`src/logic/uem_defines.svh`:
```
// constants for the upper uncorrectable-error mask register
//
// Behaviour
// - a masked error's header is never captured into the header log
// - a masked error leaves the first-error pointer unchanged
// - a masked error sends no report toward the root complex
// - every error sets its status bit, masked or not
// - mask bits 17..22 are read-write, sticky and reset to zero
// - internal-error mask reads zero and ignores writes while reporting disabled
// - bits 23, 24 and 25 are read-only zero
// - the mask register sits at configuration offset 0x108
`ifndef UEM_DEFINES_SVH
`define UEM_DEFINES_SVH

// ----------------------------------------
// address and layout
// ----------------------------------------
`define UEM_MASK_OFFSET 12'h108
`define UEM_FIELD_LSB 17
`define UEM_FIELD_MSB 22
`define UEM_FIELD_NUM 6
`define UEM_WRITE_LANE 2
`define UEM_RECEIVER_OVERFLOW_BIT 17
`define UEM_MALFORMED_BIT 18
`define UEM_END_TO_END_CRC_BIT 19
`define UEM_UNSUPPORTED_REQUEST_BIT 20
`define UEM_ACCESS_CONTROL_BIT 21
`define UEM_INTERNAL_BIT 22
`define UEM_INTERNAL_IDX 5
`define UEM_UNSUPPORTED_MSB 25
`define UEM_UNSUPPORTED_LSB 23

// ----------------------------------------
// reset values and header width
// ----------------------------------------
`define UEM_MASK_RESET 6'h00
`define UEM_WORD_ZERO 32'h0000_0000
`define UEM_HEADER_WIDTH 128

`endif

```
`src/logic/uem_pkg.sv`:
```
// types shared by the upper uncorrectable-error mask block
package uem_pkg;

    // configuration access request
    typedef struct packed {
        logic        wr;
        logic        rd;
        logic [11:0] addr;
        logic [31:0] wdata;
        logic [3:0]  be;
    } uem_cfg_req_t;

    // configuration read answer
    typedef struct packed {
        logic        valid;
        logic [31:0] data;
    } uem_cfg_rsp_t;

    // error events, one bit per mask field, with the offending header
    typedef struct packed {
        logic [5:0]   hit;
        logic [127:0] header;
    } uem_err_evt_t;

    // consequences of the events after masking
    typedef struct packed {
        logic [5:0]   status_set;
        logic [5:0]   log_hit;
        logic         fep_update;
        logic [4:0]   fep_value;
        logic         report;
        logic [127:0] header_log;
    } uem_err_out_t;

endpackage

```
`src/logic/uem_mask_bit.sv`:
```
// one sticky read-write mask bit with write gating
module uem_mask_bit (
    input  wire logic clock,
    input  wire logic sys_rst,
    input  wire logic wr_en,
    input  wire logic wr_val,
    input  wire logic hold_zero,
    output logic      mask_q
);
    // ----------------------------------------
    // sticky storage
    // ----------------------------------------
    // only the fundamental reset or hold_zero clears it; other resets do not reach here
    always_ff @(posedge clock) begin
        if (sys_rst) begin
            mask_q <= 1'b0;
        end else if (hold_zero) begin
            mask_q <= 1'b0;
        end else if (wr_en) begin
            mask_q <= wr_val;
        end
    end
endmodule

```
`src/logic/uem_mask_upper.sv`:
```
// upper half of the uncorrectable-error mask register and its error gating
`include "uem_defines.svh"

module uem_mask_upper (
    input  wire logic clock,
    input  wire logic sys_rst,
    input  wire logic hot_rst,
    input  wire logic internal_fault_report_enable,
    input  wire uem_pkg::uem_cfg_req_t cfg_req,
    output uem_pkg::uem_cfg_rsp_t cfg_rsp,
    input  wire uem_pkg::uem_err_evt_t err_evt,
    output uem_pkg::uem_err_out_t err_out
);
    import uem_pkg::*;

    // ----------------------------------------
    // decode
    // ----------------------------------------
    logic addr_hit;
    logic wr_hit;
    logic [5:0] mask_q;
    logic [5:0] hold_zero;
    logic [5:0] live_hit;
    logic [4:0] first_idx;
    logic [31:0] read_word;

    assign addr_hit = (cfg_req.addr == `UEM_MASK_OFFSET);
    assign wr_hit = cfg_req.wr && addr_hit && cfg_req.be[`UEM_WRITE_LANE];

    // ----------------------------------------
    // mask storage
    // ----------------------------------------
    genvar gi;
    generate
        for (gi = 0; gi < `UEM_FIELD_NUM; gi++) begin : g_bit
            if (gi == `UEM_INTERNAL_IDX) begin : g_int
                assign hold_zero[gi] = !internal_fault_report_enable;
            end else begin : g_std
                assign hold_zero[gi] = 1'b0;
            end
            uem_mask_bit u_bit (
                .clock(clock),
                .sys_rst(sys_rst),
                .wr_en(wr_hit),
                .wr_val(cfg_req.wdata[`UEM_FIELD_LSB + gi]),
                .hold_zero(hold_zero[gi]),
                .mask_q(mask_q[gi])
            );
        end
    endgenerate

    // ----------------------------------------
    // read path
    // ----------------------------------------
    always_comb begin
        read_word = `UEM_WORD_ZERO;
        read_word[`UEM_FIELD_MSB:`UEM_FIELD_LSB] = mask_q;
        if (!internal_fault_report_enable) begin
            read_word[`UEM_INTERNAL_BIT] = 1'b0;
        end
    end

    always_ff @(posedge clock) begin
        if (sys_rst || hot_rst) begin
            cfg_rsp.valid <= 1'b0;
        end else begin
            cfg_rsp.valid <= cfg_req.rd && addr_hit;
        end
    end

    always_ff @(posedge clock) begin
        if (sys_rst || hot_rst) begin
            cfg_rsp.data <= `UEM_WORD_ZERO;
        end else if (cfg_req.rd && addr_hit) begin
            cfg_rsp.data <= read_word;
        end
    end

    // ----------------------------------------
    // error gating
    // ----------------------------------------
    assign live_hit = err_evt.hit & ~mask_q;

    always_comb begin
        first_idx = 5'h00;
        for (int i = `UEM_FIELD_NUM - 1; i >= 0; i--) begin
            if (live_hit[i]) begin
                first_idx = 5'(`UEM_FIELD_LSB + i);
            end
        end
    end

    always_ff @(posedge clock) begin
        if (sys_rst || hot_rst) begin
            err_out.status_set <= 6'h00;
        end else begin
            err_out.status_set <= err_evt.hit;
        end
    end

    always_ff @(posedge clock) begin
        if (sys_rst || hot_rst) begin
            err_out.log_hit <= 6'h00;
            err_out.report <= 1'b0;
        end else begin
            err_out.log_hit <= live_hit;
            err_out.report <= |live_hit;
        end
    end

    always_ff @(posedge clock) begin
        if (sys_rst || hot_rst) begin
            err_out.fep_update <= 1'b0;
            err_out.fep_value <= 5'h00;
        end else begin
            err_out.fep_update <= |live_hit;
            if (|live_hit) begin
                err_out.fep_value <= first_idx;
            end
        end
    end

    always_ff @(posedge clock) begin
        if (sys_rst) begin
            err_out.header_log <= {`UEM_HEADER_WIDTH{1'b0}};
        end else if (|live_hit) begin
            err_out.header_log <= err_evt.header;
        end
    end
endmodule

```
`config.mk`:
```
export PLATFORM = sky130hd
export DESIGN_NAME = uem_mask_upper
export DESIGN_NICKNAME = d
export VERILOG_FILES = /design/src/logic/uem_pkg.sv /design/src/logic/uem_mask_bit.sv /design/src/logic/uem_mask_upper.sv
export VERILOG_INCLUDE_DIRS = /design/src /design/src/logic
export SDC_FILE = /design/constraint.sdc
export NUM_CORES = 1
export LEC_CHECK = 0
export BUFFER_PORTS_ARGS = -buffer_cell sky130_fd_sc_hd__buf_2
export CORE_AREA = 2 2 143 145
export DETAILED_ROUTE_END_ITERATION = 8
export DIE_AREA = 0 0 145 147
export GPL_TIMING_DRIVEN = 0
export PLACE_DENSITY_LB_ADDON = 0.05
export SYNTH_ARGS = -nofsm -noshare
export SYNTH_HDL_FRONTEND = slang
export SYNTH_SLANG_ARGS = --single-unit
```
`constraint.sdc`:
```
create_clock -name clock -period 2.5 [get_ports clock]
set_input_delay 0 -clock clock [delete_from_list [all_inputs] [get_ports clock]]
set_output_delay 0 -clock clock [all_outputs]
set_load 0.02 [all_outputs]
```
### Yosys cells after proc, flatten, opt, wreduce, memory -nomap -nowiden

Index checks and enable logic that the tools add are counted.

| word-level totals | value |
|---|---|
| bits in registers | 159 |
| bits in latches | 0 |
| memory bits (writable) | 0 |
| ROM bits | 0 |
| input port bits | 188 |
| output and inout port bits | 180 |
| word-level logic and storage cells | 30 |
| memories | 0 |

| operators by class | value |
|---|---|
| $add $sub $neg | 0 |
| multiply operators | 0 |
| div/mod/pow operators | 0 |
| magnitude comparators | 0 |
| eq/ne operators | 1 |
| shift-type cells | 0 |
| muxes and demuxes | 7 |
| bitwise logic cells | 3 |
| reduce and logical (&&, ||, !) cells | 6 |

Operators by type and width:

| cell | number |
|---|---|
| $mux W5 | 6 |
| $eq A12 B9 Y1 const B | 1 |
| $and A6 B6 Y6 | 1 |
| $not A6 Y6 | 1 |
| $reduce_or A6 Y1 | 1 |
| $logic_and A1 B1 Y1 | 3 |
| $reduce_or A2 Y1 | 1 |
| $logic_or A1 B1 Y1 | 1 |
| $mux W1 | 1 |
| $not A1 Y1 | 1 |

### Longest topological paths before layout

Gate-level depths: netlist of run 1.

| logic depth | value |
|---|---|
| depth in word-level cells | 8 |
| gate-level depth with buffers | 7 |
| gate-level depth less buffers | 4 |

### Modules after synthesis

Synthesis of run 1 repeated with hierarchy kept, for this count alone.

| second synthesis, totals | value |
|---|---|
| cells, all modules | 850 |
| area total of the unflattened synthesis | 7118.1 um2 |

By module, submodules not included:

| module | times used | cells each | area an instance (um2) | seq. area each (um2) |
|---|---|---|---|---|
| uem_mask_upper | 1 | 832 | 6877.8 | 3042.9 |
| uem_mask_bit | 6 | 3 | 40.0 | 20.0 |

### Worst setup path before layout of run 1

No wires, ideal clock.

| path | value |
|---|---|
| kind | flip-flop to flip-flop |
| from | reg g_bit[2].u_bit.mask_q |
| to | reg err_out[133] in the netlist's numbering |
| setup time | 0.115 ns |
| arrival time | 1.346 ns |
| required time | 2.385 ns |
| setup slack | 1.039 ns |
| cell stages (with the launch flop) | 8 |
| path buffers | 3 |
| period minus slack after synthesis | 1.461 ns |
| cells stage by stage | dfxtp_1 nand2b_1 nand3_2 or2_1 buf_2 buf_6 buf_6 o21a_1 |

| on the way | value |
|---|---|
| word-level cells in the longest chain between the ends | 5 |
| elaborated cells between the ends (all ways) | 6 |
| classes of those cells | mux (3); bitwise (2); reduce/logical (1) |

RTL lines:

| item | line | text |
|---|---|---|
| start: declaration | uem_mask_bit.sv:8 | `output logic mask_q` |
| start signal: assignment | uem_mask_bit.sv:20 | `mask_q <= wr_val;` |
| $not A6 Y6 (*) | uem_mask_upper.sv:82 | `assign live_hit = err_evt.hit & ~mask_q;` |
| $and A6 B6 Y6 (*) | uem_mask_upper.sv:82 |  |
| $mux W5 (3 in series) | uem_mask_upper.sv:87 | `if (live_hit[i]) begin` |
| end: declaration | uem_mask_upper.sv:12 | `output uem_pkg::uem_err_out_t err_out` |

Every way passes the cells marked *; elsewhere a longest branch is shown, timed or not.
A chain may end at the register's enable or synchronous reset.

### Final worst setup path of run 1

| path | value |
|---|---|
| from | reg g_bit[4].u_bit.mask_q |
| to | reg err_out[129] in the netlist's numbering |

| on the way | value |
|---|---|
| word-level cells in the longest chain between the ends | 7 |
| elaborated cells between the ends (all ways) | 8 |
| classes of those cells | mux (5); bitwise (2); reduce/logical (1) |

RTL lines:

| item | line |
|---|---|
| start: declaration | uem_mask_bit.sv:8 |
| start signal: assignment | uem_mask_bit.sv:20 |
| $not A6 Y6 (*) | uem_mask_upper.sv:82 |
| $and A6 B6 Y6 (*) | uem_mask_upper.sv:82 |
| $mux W5 (5 in series) | uem_mask_upper.sv:87 |

Marked as above.

==> metrics, run 1 <==
Setup Crit Path Kind reg -> reg; status finished clean; CP peak stage delay 340 ps; internal power 4.60 mW; max_cap viols 0; R2R depth 6; GR Util met1 0.278; commonest non-fill, non-tap cell in the layout buf_2; # nets final 1544; post-synthesis sequential area ratio 0.432; skew final roughly 8.6 ps; VDD IR-drop max ~0.43 mV; reg2reg start g_bit[4].u_bit.mask_q; Die W around 150 um; Final setup viols 0; Pins Over Slew Limit 0; Crit path max-delay family buffers and inverters; hold path depth 5; RSZ-0062 raised after global routing no; Tmin final 1870 ps; Hold Path Class in -> reg; drt drc 0; Sw Share 0.278; Initial Utilization 0.369; met2 usage 0.348; core box area around 20000 um^2; static leakage 4.89 nW; root buf cell clkbuf_16; Clock Latency Late Sink 420 ps; H-tree Lvls 4; CP required 2840 ps; clock slew at reported path FFs 70 ps; worst-path maximum fanout 10; worst reg2reg path endpoint err_out[129]; commonest cells after routing, fill and taps aside buf_2 (314), o21ai_0 (180), dfxtp_1 (158); total I/O pin count 368; drt pass-1 iters 4; sequential cell area 3160 um^2; DIE AREA ~21000 um^2; routing usage on met3 0.0584; flops & latches, synth around 160; wirelength, routed 23600 um; antenna viol nets, final 0; Crit-path slowest cell clkbuf_1; area of the multi-input gates 3670 um^2; P per Cell Area ~560 nW/um^2; final setup TNS 0 ps; Final Cycle Share 0.750; TritonCTS buffer count 17; Routed wire per std cell 14.4 um; placed cell areas 9310 um^2; Clk pwr share 0.400; final instance area 11300 um^2; vias per cell approximately 4.5; first-pass GRT wire length 37200 um; critical path cell sequence or2b_2 > nand3_2 > buf_4 > clkbuf_1 > o31ai_1 > a31oi_2; WHS Endpoint cfg_rsp[17]; GPL Wtd Cong 0.771; final hold viol count 0; CTS tree yes; worst path bufs/invs 2; Combinational Power Share 0.175; site row count 52; startpoint types flop; Max Freq between 0.5 and 0.6 GHz; Netlist cell types 33; detailed placer's ending HPWL about 16000 um; n_diodes 0; WP data arrival 2210 ps; vias in the first global route 7214; Max Root-Sink Buffers 2; PortBufs 310; routed via count 7419; Worst-Margin Slew approximately 590 ps; slew margin rel. 0.607; Synth Warn # 0; Post-Synthesis Cells approximately 860; Most Used Layer, Global Route met2; pin count of the biggest net entering global routing 17; initial antenna violation count 0; sequential power share 0.425; chip height 147 um; Mapped Area roughly 7300 um^2; Switch Pwr 1.77 mW; Layout fillers 1893; r2r setup slk 630 ps; Total Routing Usage GR 0.216; layout cell share with drive strength beyond 1 0.329; CP endpoint kind flop; drt first-iter violations approximately 290; GR Overflow Total 0; Hold Crit Start cfg_req[46]; Syn Area/Cell 8.55 um^2; synth-to-layout area growth 54.6%; clock sinks ~160
-- worst register-to-register path, cell delays in order, from the launching register on --
cell,delay (ps)
dfxtp_1,320
or2b_2,330
nand3_2,180
buf_4,280
clkbuf_1,340
o31ai_1,150
a31oi_2,190
-- state kept, by name, summed over array words and instances, names as in the netlist --
register	cells
cfg_rsp	7
g_bit.u_bit.mask_q	6
err_out	145
-- synthesized netlist by cell type --
cell,instances,share of area
nor4_1,1,0.00085
buf_4,29,0.030
nand3b_1,6,0.0061
o31ai_1,1,0.0010
o21ai_0,180,0.12
a31oi_2,1,0.0017
o21ai_2,56,0.067
and2_0,1,0.00085
nand4_1,3,0.0026
nand2b_1,136,0.12
nand3_1,8,0.0055
or2_2,1,0.00085
nor3_1,1,0.00068
nand3_2,2,0.0027
buf_2,4,0.0027
dfxtp_1,158,0.43
nand4b_1,1,0.0012
nor2b_1,128,0.11
or2_1,1,0.00085
a31oi_1,1,0.00085
and2b_1,1,0.0010
or2b_2,2,0.0024
o21ai_1,33,0.023
and2_1,7,0.0060
clkbuf_2,4,0.0027
conb_1,1,0.00051
or2b_1,2,0.0020
buf_6,10,0.015
nor4b_1,2,0.0024
nor2_1,9,0.0046
o21a_1,1,0.0010
nand2_1,7,0.0036
clkbuf_1,59,0.030
-- metal layers --
layer,vias up,routed length [um]
li1,3783,-
met1,3368,10500
met2,235,10900
met3,33,1610
met4,0,557
met5,-,0
-- through the flow --
| step | hold slack, ps | setup WS, ps | cells | power (mW) | utilization |
|---|---|---|---|---|---|
| 2_1_floorplan | 122 | 1040 | 883 | 3.34 | - |
| 3_3_place_gp | 224 | 690 | 1463 | 3.70 | 0.469 |
| 3_5_place_dp | 222 | 667 | 1463 | 3.70 | 0.469 |
| 4_1_cts | 7.17 | 628 | 1639 | 6.44 | 0.571 |
| 5_1_grt | 47.5 | 531 | 1639 | 6.66 | 0.571 |
| 6_report | 28.0 | 626 | 1639 | 6.37 | 0.571 |
-- area by class of cell --
| class | instances | area share |
|---|---|---|
| Buffer | 106 | 0.0523 |
| Sequential cell | 158 | 0.279 |
| Multi-Input combinational cell | 619 | 0.324 |
| Tap cell | 270 | 0.0298 |
| Timing Repair Buffer | 454 | 0.264 |
| Clock inverter | 13 | 0.0115 |
| Clock buffer | 19 | 0.0391 |
-- power groups by stage --
stage / Combinational (mW) / Clock [mW] / Sequential (mW)
final: 1.12 / 2.55 / 2.71
after global routing: 1.22 / 2.72 / 2.72
after global placement: 0.938 / 0 / 2.76
after detailed placement: 0.937 / 0 / 2.76
after floorplan: 0.420 / 0 / 2.92
after CTS: 1.12 / 2.61 / 2.71
-- how the worst max path moves through the flow --
stage | startpoint | endpoint | cells after the start
3_5_place_dp | g_bit[3].u_bit.mask_q | err_out[129] | 6
2_1_floorplan | g_bit[2].u_bit.mask_q | err_out[133] | 7
5_1_grt | g_bit[3].u_bit.mask_q | err_out[129] | 6
6_report | g_bit[4].u_bit.mask_q | err_out[129] | 6
4_1_cts | g_bit[3].u_bit.mask_q | err_out[129] | 6
3_3_place_gp | g_bit[3].u_bit.mask_q | err_out[129] | 6
-- timing repair --
action,in CTS,in global routing
resized for setup,0,0
buffers inserted,0,0
hold endpoints to repair,149,0
hold buffers,144,0
-- cell families after synthesis --
family,count (synthesis),synth area share
other cells,1,0.000512
flops,158,0.432
simple gates,319,0.270
compound gates,273,0.217
buf+inv,106,0.0808
Power figures use the tool's default switching activity.
==> run 2: changes to the inputs <==
==> constraint.sdc (replaced) <==
create_clock -name clock -period 1.6 [get_ports clock]
set_input_delay 0 -clock clock [delete_from_list [all_inputs] [get_ports clock]]
set_output_delay 0 -clock clock [all_outputs]
set_load 0.02 [all_outputs]
==> metrics, run 2 (synthesized netlist as in run 1, its figures left out) <==
status finished clean (unchanged); final hold viol count 0 (unchanged); Max Freq 0.639 GHz; CP endpoint kind flop (unchanged); drt drc 0 (unchanged); R2R depth 7 (was 6); max reg flops 145 (unchanged); clock sinks 158 (unchanged); sequential cell area 3170 um^2 (was 3160 um^2); site row count 52 (unchanged); P per Cell Area 864 nW/um^2 (was 562 nW/um^2); commonest cells after routing, fill and taps aside buf_2 (312), o21ai_0 (160), dfxtp_1 (152) (was buf_2 (314), o21ai_0 (180), dfxtp_1 (158)); H-tree Lvls 4 (unchanged); Tmin final 1570 ps; startpoint types input port (was flop); Final Cycle Share 0.978; Final setup viols 0 (unchanged); GPL Wtd Cong 0.771 (unchanged); pin count of the biggest net entering global routing 17 (unchanged); Pins Over Slew Limit 0 (unchanged); Hold Crit Start cfg_req[46] (unchanged); drt first-iter violations 274 (was 291); Worst-Margin Slew 597 ps (was 589 ps); Die W 145 um (unchanged); vias in the first global route 7278 (was 7214); CTS tree yes (unchanged); total I/O pin count 368 (unchanged); Max Root-Sink Buffers 2 (unchanged); WHS Endpoint cfg_rsp[17] (unchanged); post-layout util 0.584 (was 0.571); RSZ-0062 raised after global routing yes (was no); CP peak stage delay 550 ps (was 340 ps); layout cell share with drive strength beyond 1 0.361 (was 0.329); Setup Crit Path Kind in -> reg (was reg -> reg); r2r setup slk 40 ps (was 630 ps); worst reg2reg path endpoint err_out[129] (unchanged); slew margin rel. 0.602 (was 0.607); # nets final 1556 (was 1544); Initial Utilization 0.369 (unchanged); area of the multi-input gates 3740 um^2 (was 3670 um^2); skew final 11.8 ps (was 8.62 ps); n_diodes 0 (unchanged); VDD IR-drop max 0.667 mV (was 0.426 mV); hold path depth 5 (unchanged); total power 10.0 mW (was 6.37 mW); GR Overflow Total 0 (unchanged); Clock Latency Late Sink 420 ps (about the same); wirelength, routed 23800 um (was 23600 um); Crit path max-delay family buffers and inverters (unchanged); chip height 147 um (unchanged); routed via count 7490 (was 7419); DIE AREA 21300 um^2 (unchanged); detailed placer's ending HPWL 16500 um (unchanged); worst path bufs/invs 5 (was 2); critical path cell sequence dlygate4sd3_1 > buf_2 > or2b_1 > nand3_4 > or2_1 > buf_6 > buf_12 > buf_8 > a31oi_2 (was or2b_2 > nand3_2 > buf_4 > clkbuf_1 > o31ai_1 > a31oi_2); static leakage 5.05 nW (was 4.89 nW); Crit-path slowest cell dlygate4sd3_1 (was clkbuf_1); WP data arrival 1900 ps (was 2210 ps); biggest regs err_out x145, cfg_rsp x7, g_bit.u_bit.mask_q x6 (unchanged); synth-to-layout area growth 58.3% (was 54.6%); Hold Path Class in -> reg (unchanged); clock slew at reported path FFs 70 ps (about the same); initial antenna violation count 0 (unchanged); placed cell areas 9310 um^2 (unchanged); CP required 1940 ps (was 2840 ps); Layout fillers 1873 (was 1893); first-pass GRT wire length 37700 um (was 37200 um); Total Routing Usage GR 0.218 (was 0.216); core box area 19800 um^2 (unchanged); most flop-heavy register err_out (unchanged); drt pass-1 iters 4 (unchanged); reg2reg start g_bit[0].u_bit.mask_q (was g_bit[4].u_bit.mask_q); TritonCTS buffer count 17 (unchanged); max_cap viols 0 (unchanged); Routed wire per std cell 14.4 um (about the same); worst-path maximum fanout 10 (unchanged); vias per cell 4.54 (was 4.53); root buf cell clkbuf_16 (unchanged); PortBufs 310 (unchanged); antenna viol nets, final 0 (unchanged); commonest non-fill, non-tap cell in the layout buf_2 (unchanged); final instance area 11600 um^2 (was 11300 um^2)
## run 2: worst max-delay path by stage
stage	start	to	cells after the start
3_3_place_gp	g_bit[3].u_bit.mask_q	err_out[129]	6
6_report	err_evt[128]	err_out[129]	9
5_1_grt	g_bit[0].u_bit.mask_q	err_out[8]	7
4_1_cts	g_bit[0].u_bit.mask_q	err_out[12]	7
2_1_floorplan	g_bit[2].u_bit.mask_q	err_out[133]	7
3_5_place_dp	g_bit[3].u_bit.mask_q	err_out[129]	6
## run 2: layout make-up
class / count / share of cell area
buffer: 106 / 0.0582
sequential: 158 / 0.273
clock buffer: 19 / 0.0382
clock inverter: 13 / 0.0112
multi-input combinational: 619 / 0.322
tap: 270 / 0.0291
timing repair buffer: 466 / 0.268
## run 2: layer usage
| layer | wire [um] | GRT usage | vias to the layer above |
|---|---|---|---|
| met2 | 11000 | 0.355 | 221 |
| met5 | 0 | 0 | - |
| met1 | 10700 | 0.280 | 3420 |
| met3 | 1510 | 0.0584 | 36 |
| li1 | - | - | 3813 |
| met4 | 575 | 0.0817 | 0 |
## run 2: per-stage QoR
stage                     setup TNS, ps  std cells  setup slack (ps)  hold WS, ps
after floorplan                       0        883               139          122
after global placement           -17090       1463              -210          224
after detailed placement         -17570       1463              -233          222
after CTS                         -14.8       1648             -6.43         7.36
after global routing              -34.5       1651             -9.05         46.3
final                                 0       1651              34.7         29.5
## run 2: timing repair
action | 4_1_cts | 5_1_grt
hold buffers | 144 | 0
setup endpoints to repair | 123 | 90
pin swaps | 4 | 1
setup buffers | 8 | 3
endpoints found under the hold margin | 148 | 0
resized for setup | 41 | 53
cloned | 1 | 0
## run 2: worst register-to-register path, stage by stage (launching register included)
cell and delay, ps:
dfxtp_2 320, or2b_1 180, nand3_4 120, or2_1 240, buf_6 140, buf_12 140
buf_8 140, a31oi_2 190
## run 2: power breakdown
group / total (mW) / switching, mW / leakage, nW / internal (mW)
Sequential: 4.23 / 0.0955 / 1.31 / 4.13
Combinational: 1.79 / 0.930 / 3.47 / 0.865
Clock: 3.99 / 1.77 / 0.273 / 2.22
Total: 10.0 / 2.79 / 5.05 / 7.22
==> run 3: changes to the inputs <==
--- a/config.mk
+++ b/config.mk
@@ -11,6 +11,7 @@
 export DETAILED_ROUTE_END_ITERATION = 8
 export DIE_AREA = 0 0 145 147
 export GPL_TIMING_DRIVEN = 0
+export HOLD_SLACK_MARGIN = 0.12
 export PLACE_DENSITY_LB_ADDON = 0.05
 export SYNTH_ARGS = -nofsm -noshare
 export SYNTH_HDL_FRONTEND = slang
==> metrics, run 3 (synthesized netlist as in run 1, its figures left out) <==
first-pass GRT wire length 38100 um (was 37700 um); drt pass-1 iters 5 (was 4); PortBufs 310 (unchanged); Crit-path slowest cell dfxtp_2 (was dlygate4sd3_1); worst-path maximum fanout 10 (unchanged); H-tree Lvls 4 (unchanged); post-layout util 0.592 (was 0.584); final worst slack 46.3 ps (was 34.7 ps); Final Cycle Share 0.971 (was 0.978); vias in the first global route 7419 (was 7278); commonest non-fill, non-tap cell in the layout buf_2 (unchanged); drt drc 0 (unchanged); clock sinks 158 (unchanged); root buf cell clkbuf_16 (unchanged); CP required 1940 ps (about the same); static leakage 5.11 nW (was 5.05 nW); site row count 52 (unchanged); n_diodes 0 (unchanged); DIE AREA 21300 um^2 (unchanged); commonest cells after routing, fill and taps aside buf_2 (312), o21ai_0 (157), dlygate4sd3_1 (156) (was buf_2 (312), o21ai_0 (160), dfxtp_1 (152)); WP data arrival 1890 ps (was 1900 ps); antenna viol nets, final 0 (unchanged); layout cell share with drive strength beyond 1 0.360 (was 0.361); Max Root-Sink Buffers 2 (unchanged); Die W 145 um (unchanged); Final Non-Filler Cells 1663 (was 1651); detailed placer's ending HPWL 16500 um (unchanged); chip height 147 um (unchanged); biggest regs err_out x145, cfg_rsp x7, g_bit.u_bit.mask_q x6 (unchanged); core box area 19800 um^2 (unchanged); max_cap viols 0 (unchanged); Hold Path Class in -> reg (unchanged); # nets final 1568 (was 1556); Final setup viols 0 (unchanged); crit path from g_bit[0].u_bit.mask_q (was err_evt[128]); total power 10.1 mW (was 10.0 mW); Worst-Margin Slew 598 ps (was 597 ps); startpoint types flop (was input port); Setup Crit Path Kind reg -> reg (was in -> reg); Max Freq 0.644 GHz (was 0.639 GHz); GPL Wtd Cong 0.771 (unchanged); reg2reg start g_bit[0].u_bit.mask_q (unchanged); wirelength, routed 24100 um (was 23800 um); drt first-iter violations 297 (was 274); total I/O pin count 368 (unchanged); max reg flops 145 (unchanged); most flop-heavy register err_out (unchanged); Pins Over Slew Limit 0 (unchanged); Total Routing Usage GR 0.221 (was 0.218); Clock Latency Late Sink 420 ps (about the same); vias per cell 4.55 (was 4.54); clock slew at reported path FFs 70 ps (about the same); pin count of the biggest net entering global routing 17 (unchanged); routed via count 7567 (was 7490); Routed wire per std cell 14.5 um (was 14.4 um); placed instance count 1463 (unchanged); skew final 11.6 ps (was 11.8 ps); CP endpoint kind flop (unchanged); initial antenna violation count 0 (unchanged); P per Cell Area 856 nW/um^2 (was 864 nW/um^2); Initial Utilization 0.369 (unchanged); critical path cell sequence or2b_1 > nand3_4 > or2_1 > buf_6 > buf_12 > buf_8 > a31oi_2 (was dlygate4sd3_1 > buf_2 > or2b_1 > nand3_4 > or2_1 > buf_6 > buf_12 > buf_8 > a31oi_2); final setup TNS 0 ps (unchanged); CTS tree yes (unchanged); slew margin rel. 0.601 (was 0.602); Hold Crit Start cfg_req[44] (was cfg_req[46]); TritonCTS buffer count 17 (unchanged); status finished clean (unchanged); Tmin final 1550 ps (was 1570 ps); GR Overflow Total 0 (unchanged); CP peak stage delay 320 ps (was 550 ps); Post-Place Worst Slack -233 ps (unchanged); synth-to-layout area growth 60.3% (was 58.3%); final hold viol count 0 (unchanged); VDD IR-drop max 0.669 mV (was 0.667 mV)
==> run 3: changes by cell type in the layout (fill, tap and decap cells not counted), moves of 2 or more <==
cell,before,now
dlygate4sd3_1,144,156
nor4b_1,2,0
o21ai_0,160,157
o21ai_1,44,48
==> run 3: path summary, 6_finish.rpt <==
path / cells past startpoint / to / slack [ps]
max reg2reg: 7 / err_out[129] / 50
max: 7 / err_out[129] / 50
min reg2reg: 2 / err_out[77] / 460
min: 5 / cfg_rsp[17] / 120
==> run 3: routing by layer <==
metal,vias to the layer above,track usage,wire length [um]
met5,-,0,0
met2,228,0.358,11200
met1,3455,0.279,10700
li1,3840,-,-
met4,0,0.0950,741
met3,44,0.0593,1550
==> run 3: layout make-up <==
class                      instances  area [um^2]
fill                            1855         8100
multi-input combinational        619         3760
timing repair buffer             478         3220
sequential                       158         3170
buffer                           106          676
clock buffer                      19          443
tap                              270          338
clock inverter                    13          130
==> run 3: worst max-delay path: cells and delay by family (launching register included) <==
family,cells,cell delay [ps]
AOI/OAI and AO/OA,1,180
buffers and inverters,3,410
DFF,1,320
and+or+nand+nor,3,540
==> run 3: through the flow <==
step,area (um^2),hold slack (ps)
2_1_floorplan,7420,122
5_1_grt,11700,160
3_5_place_dp,9310,222
6_report,11700,124
4_1_cts,11600,128
3_3_place_gp,9310,224
==> run 3: timing repair <==
item,in CTS,in global routing
hold buffers,156,0
gates resized for setup,41,61
pin swaps,4,1
endpoints found under the setup margin,123,103
buffers inserted,8,3
endpoints found under the hold margin,150,0
gates cloned,1,0
==> run 3: report_power, final <==
group,total [mW],switching (mW),internal (mW)
logic,1.83,0.941,0.886
clock network,3.99,1.77,2.22
registers,4.23,0.0955,4.13
total,10.1,2.81,7.24
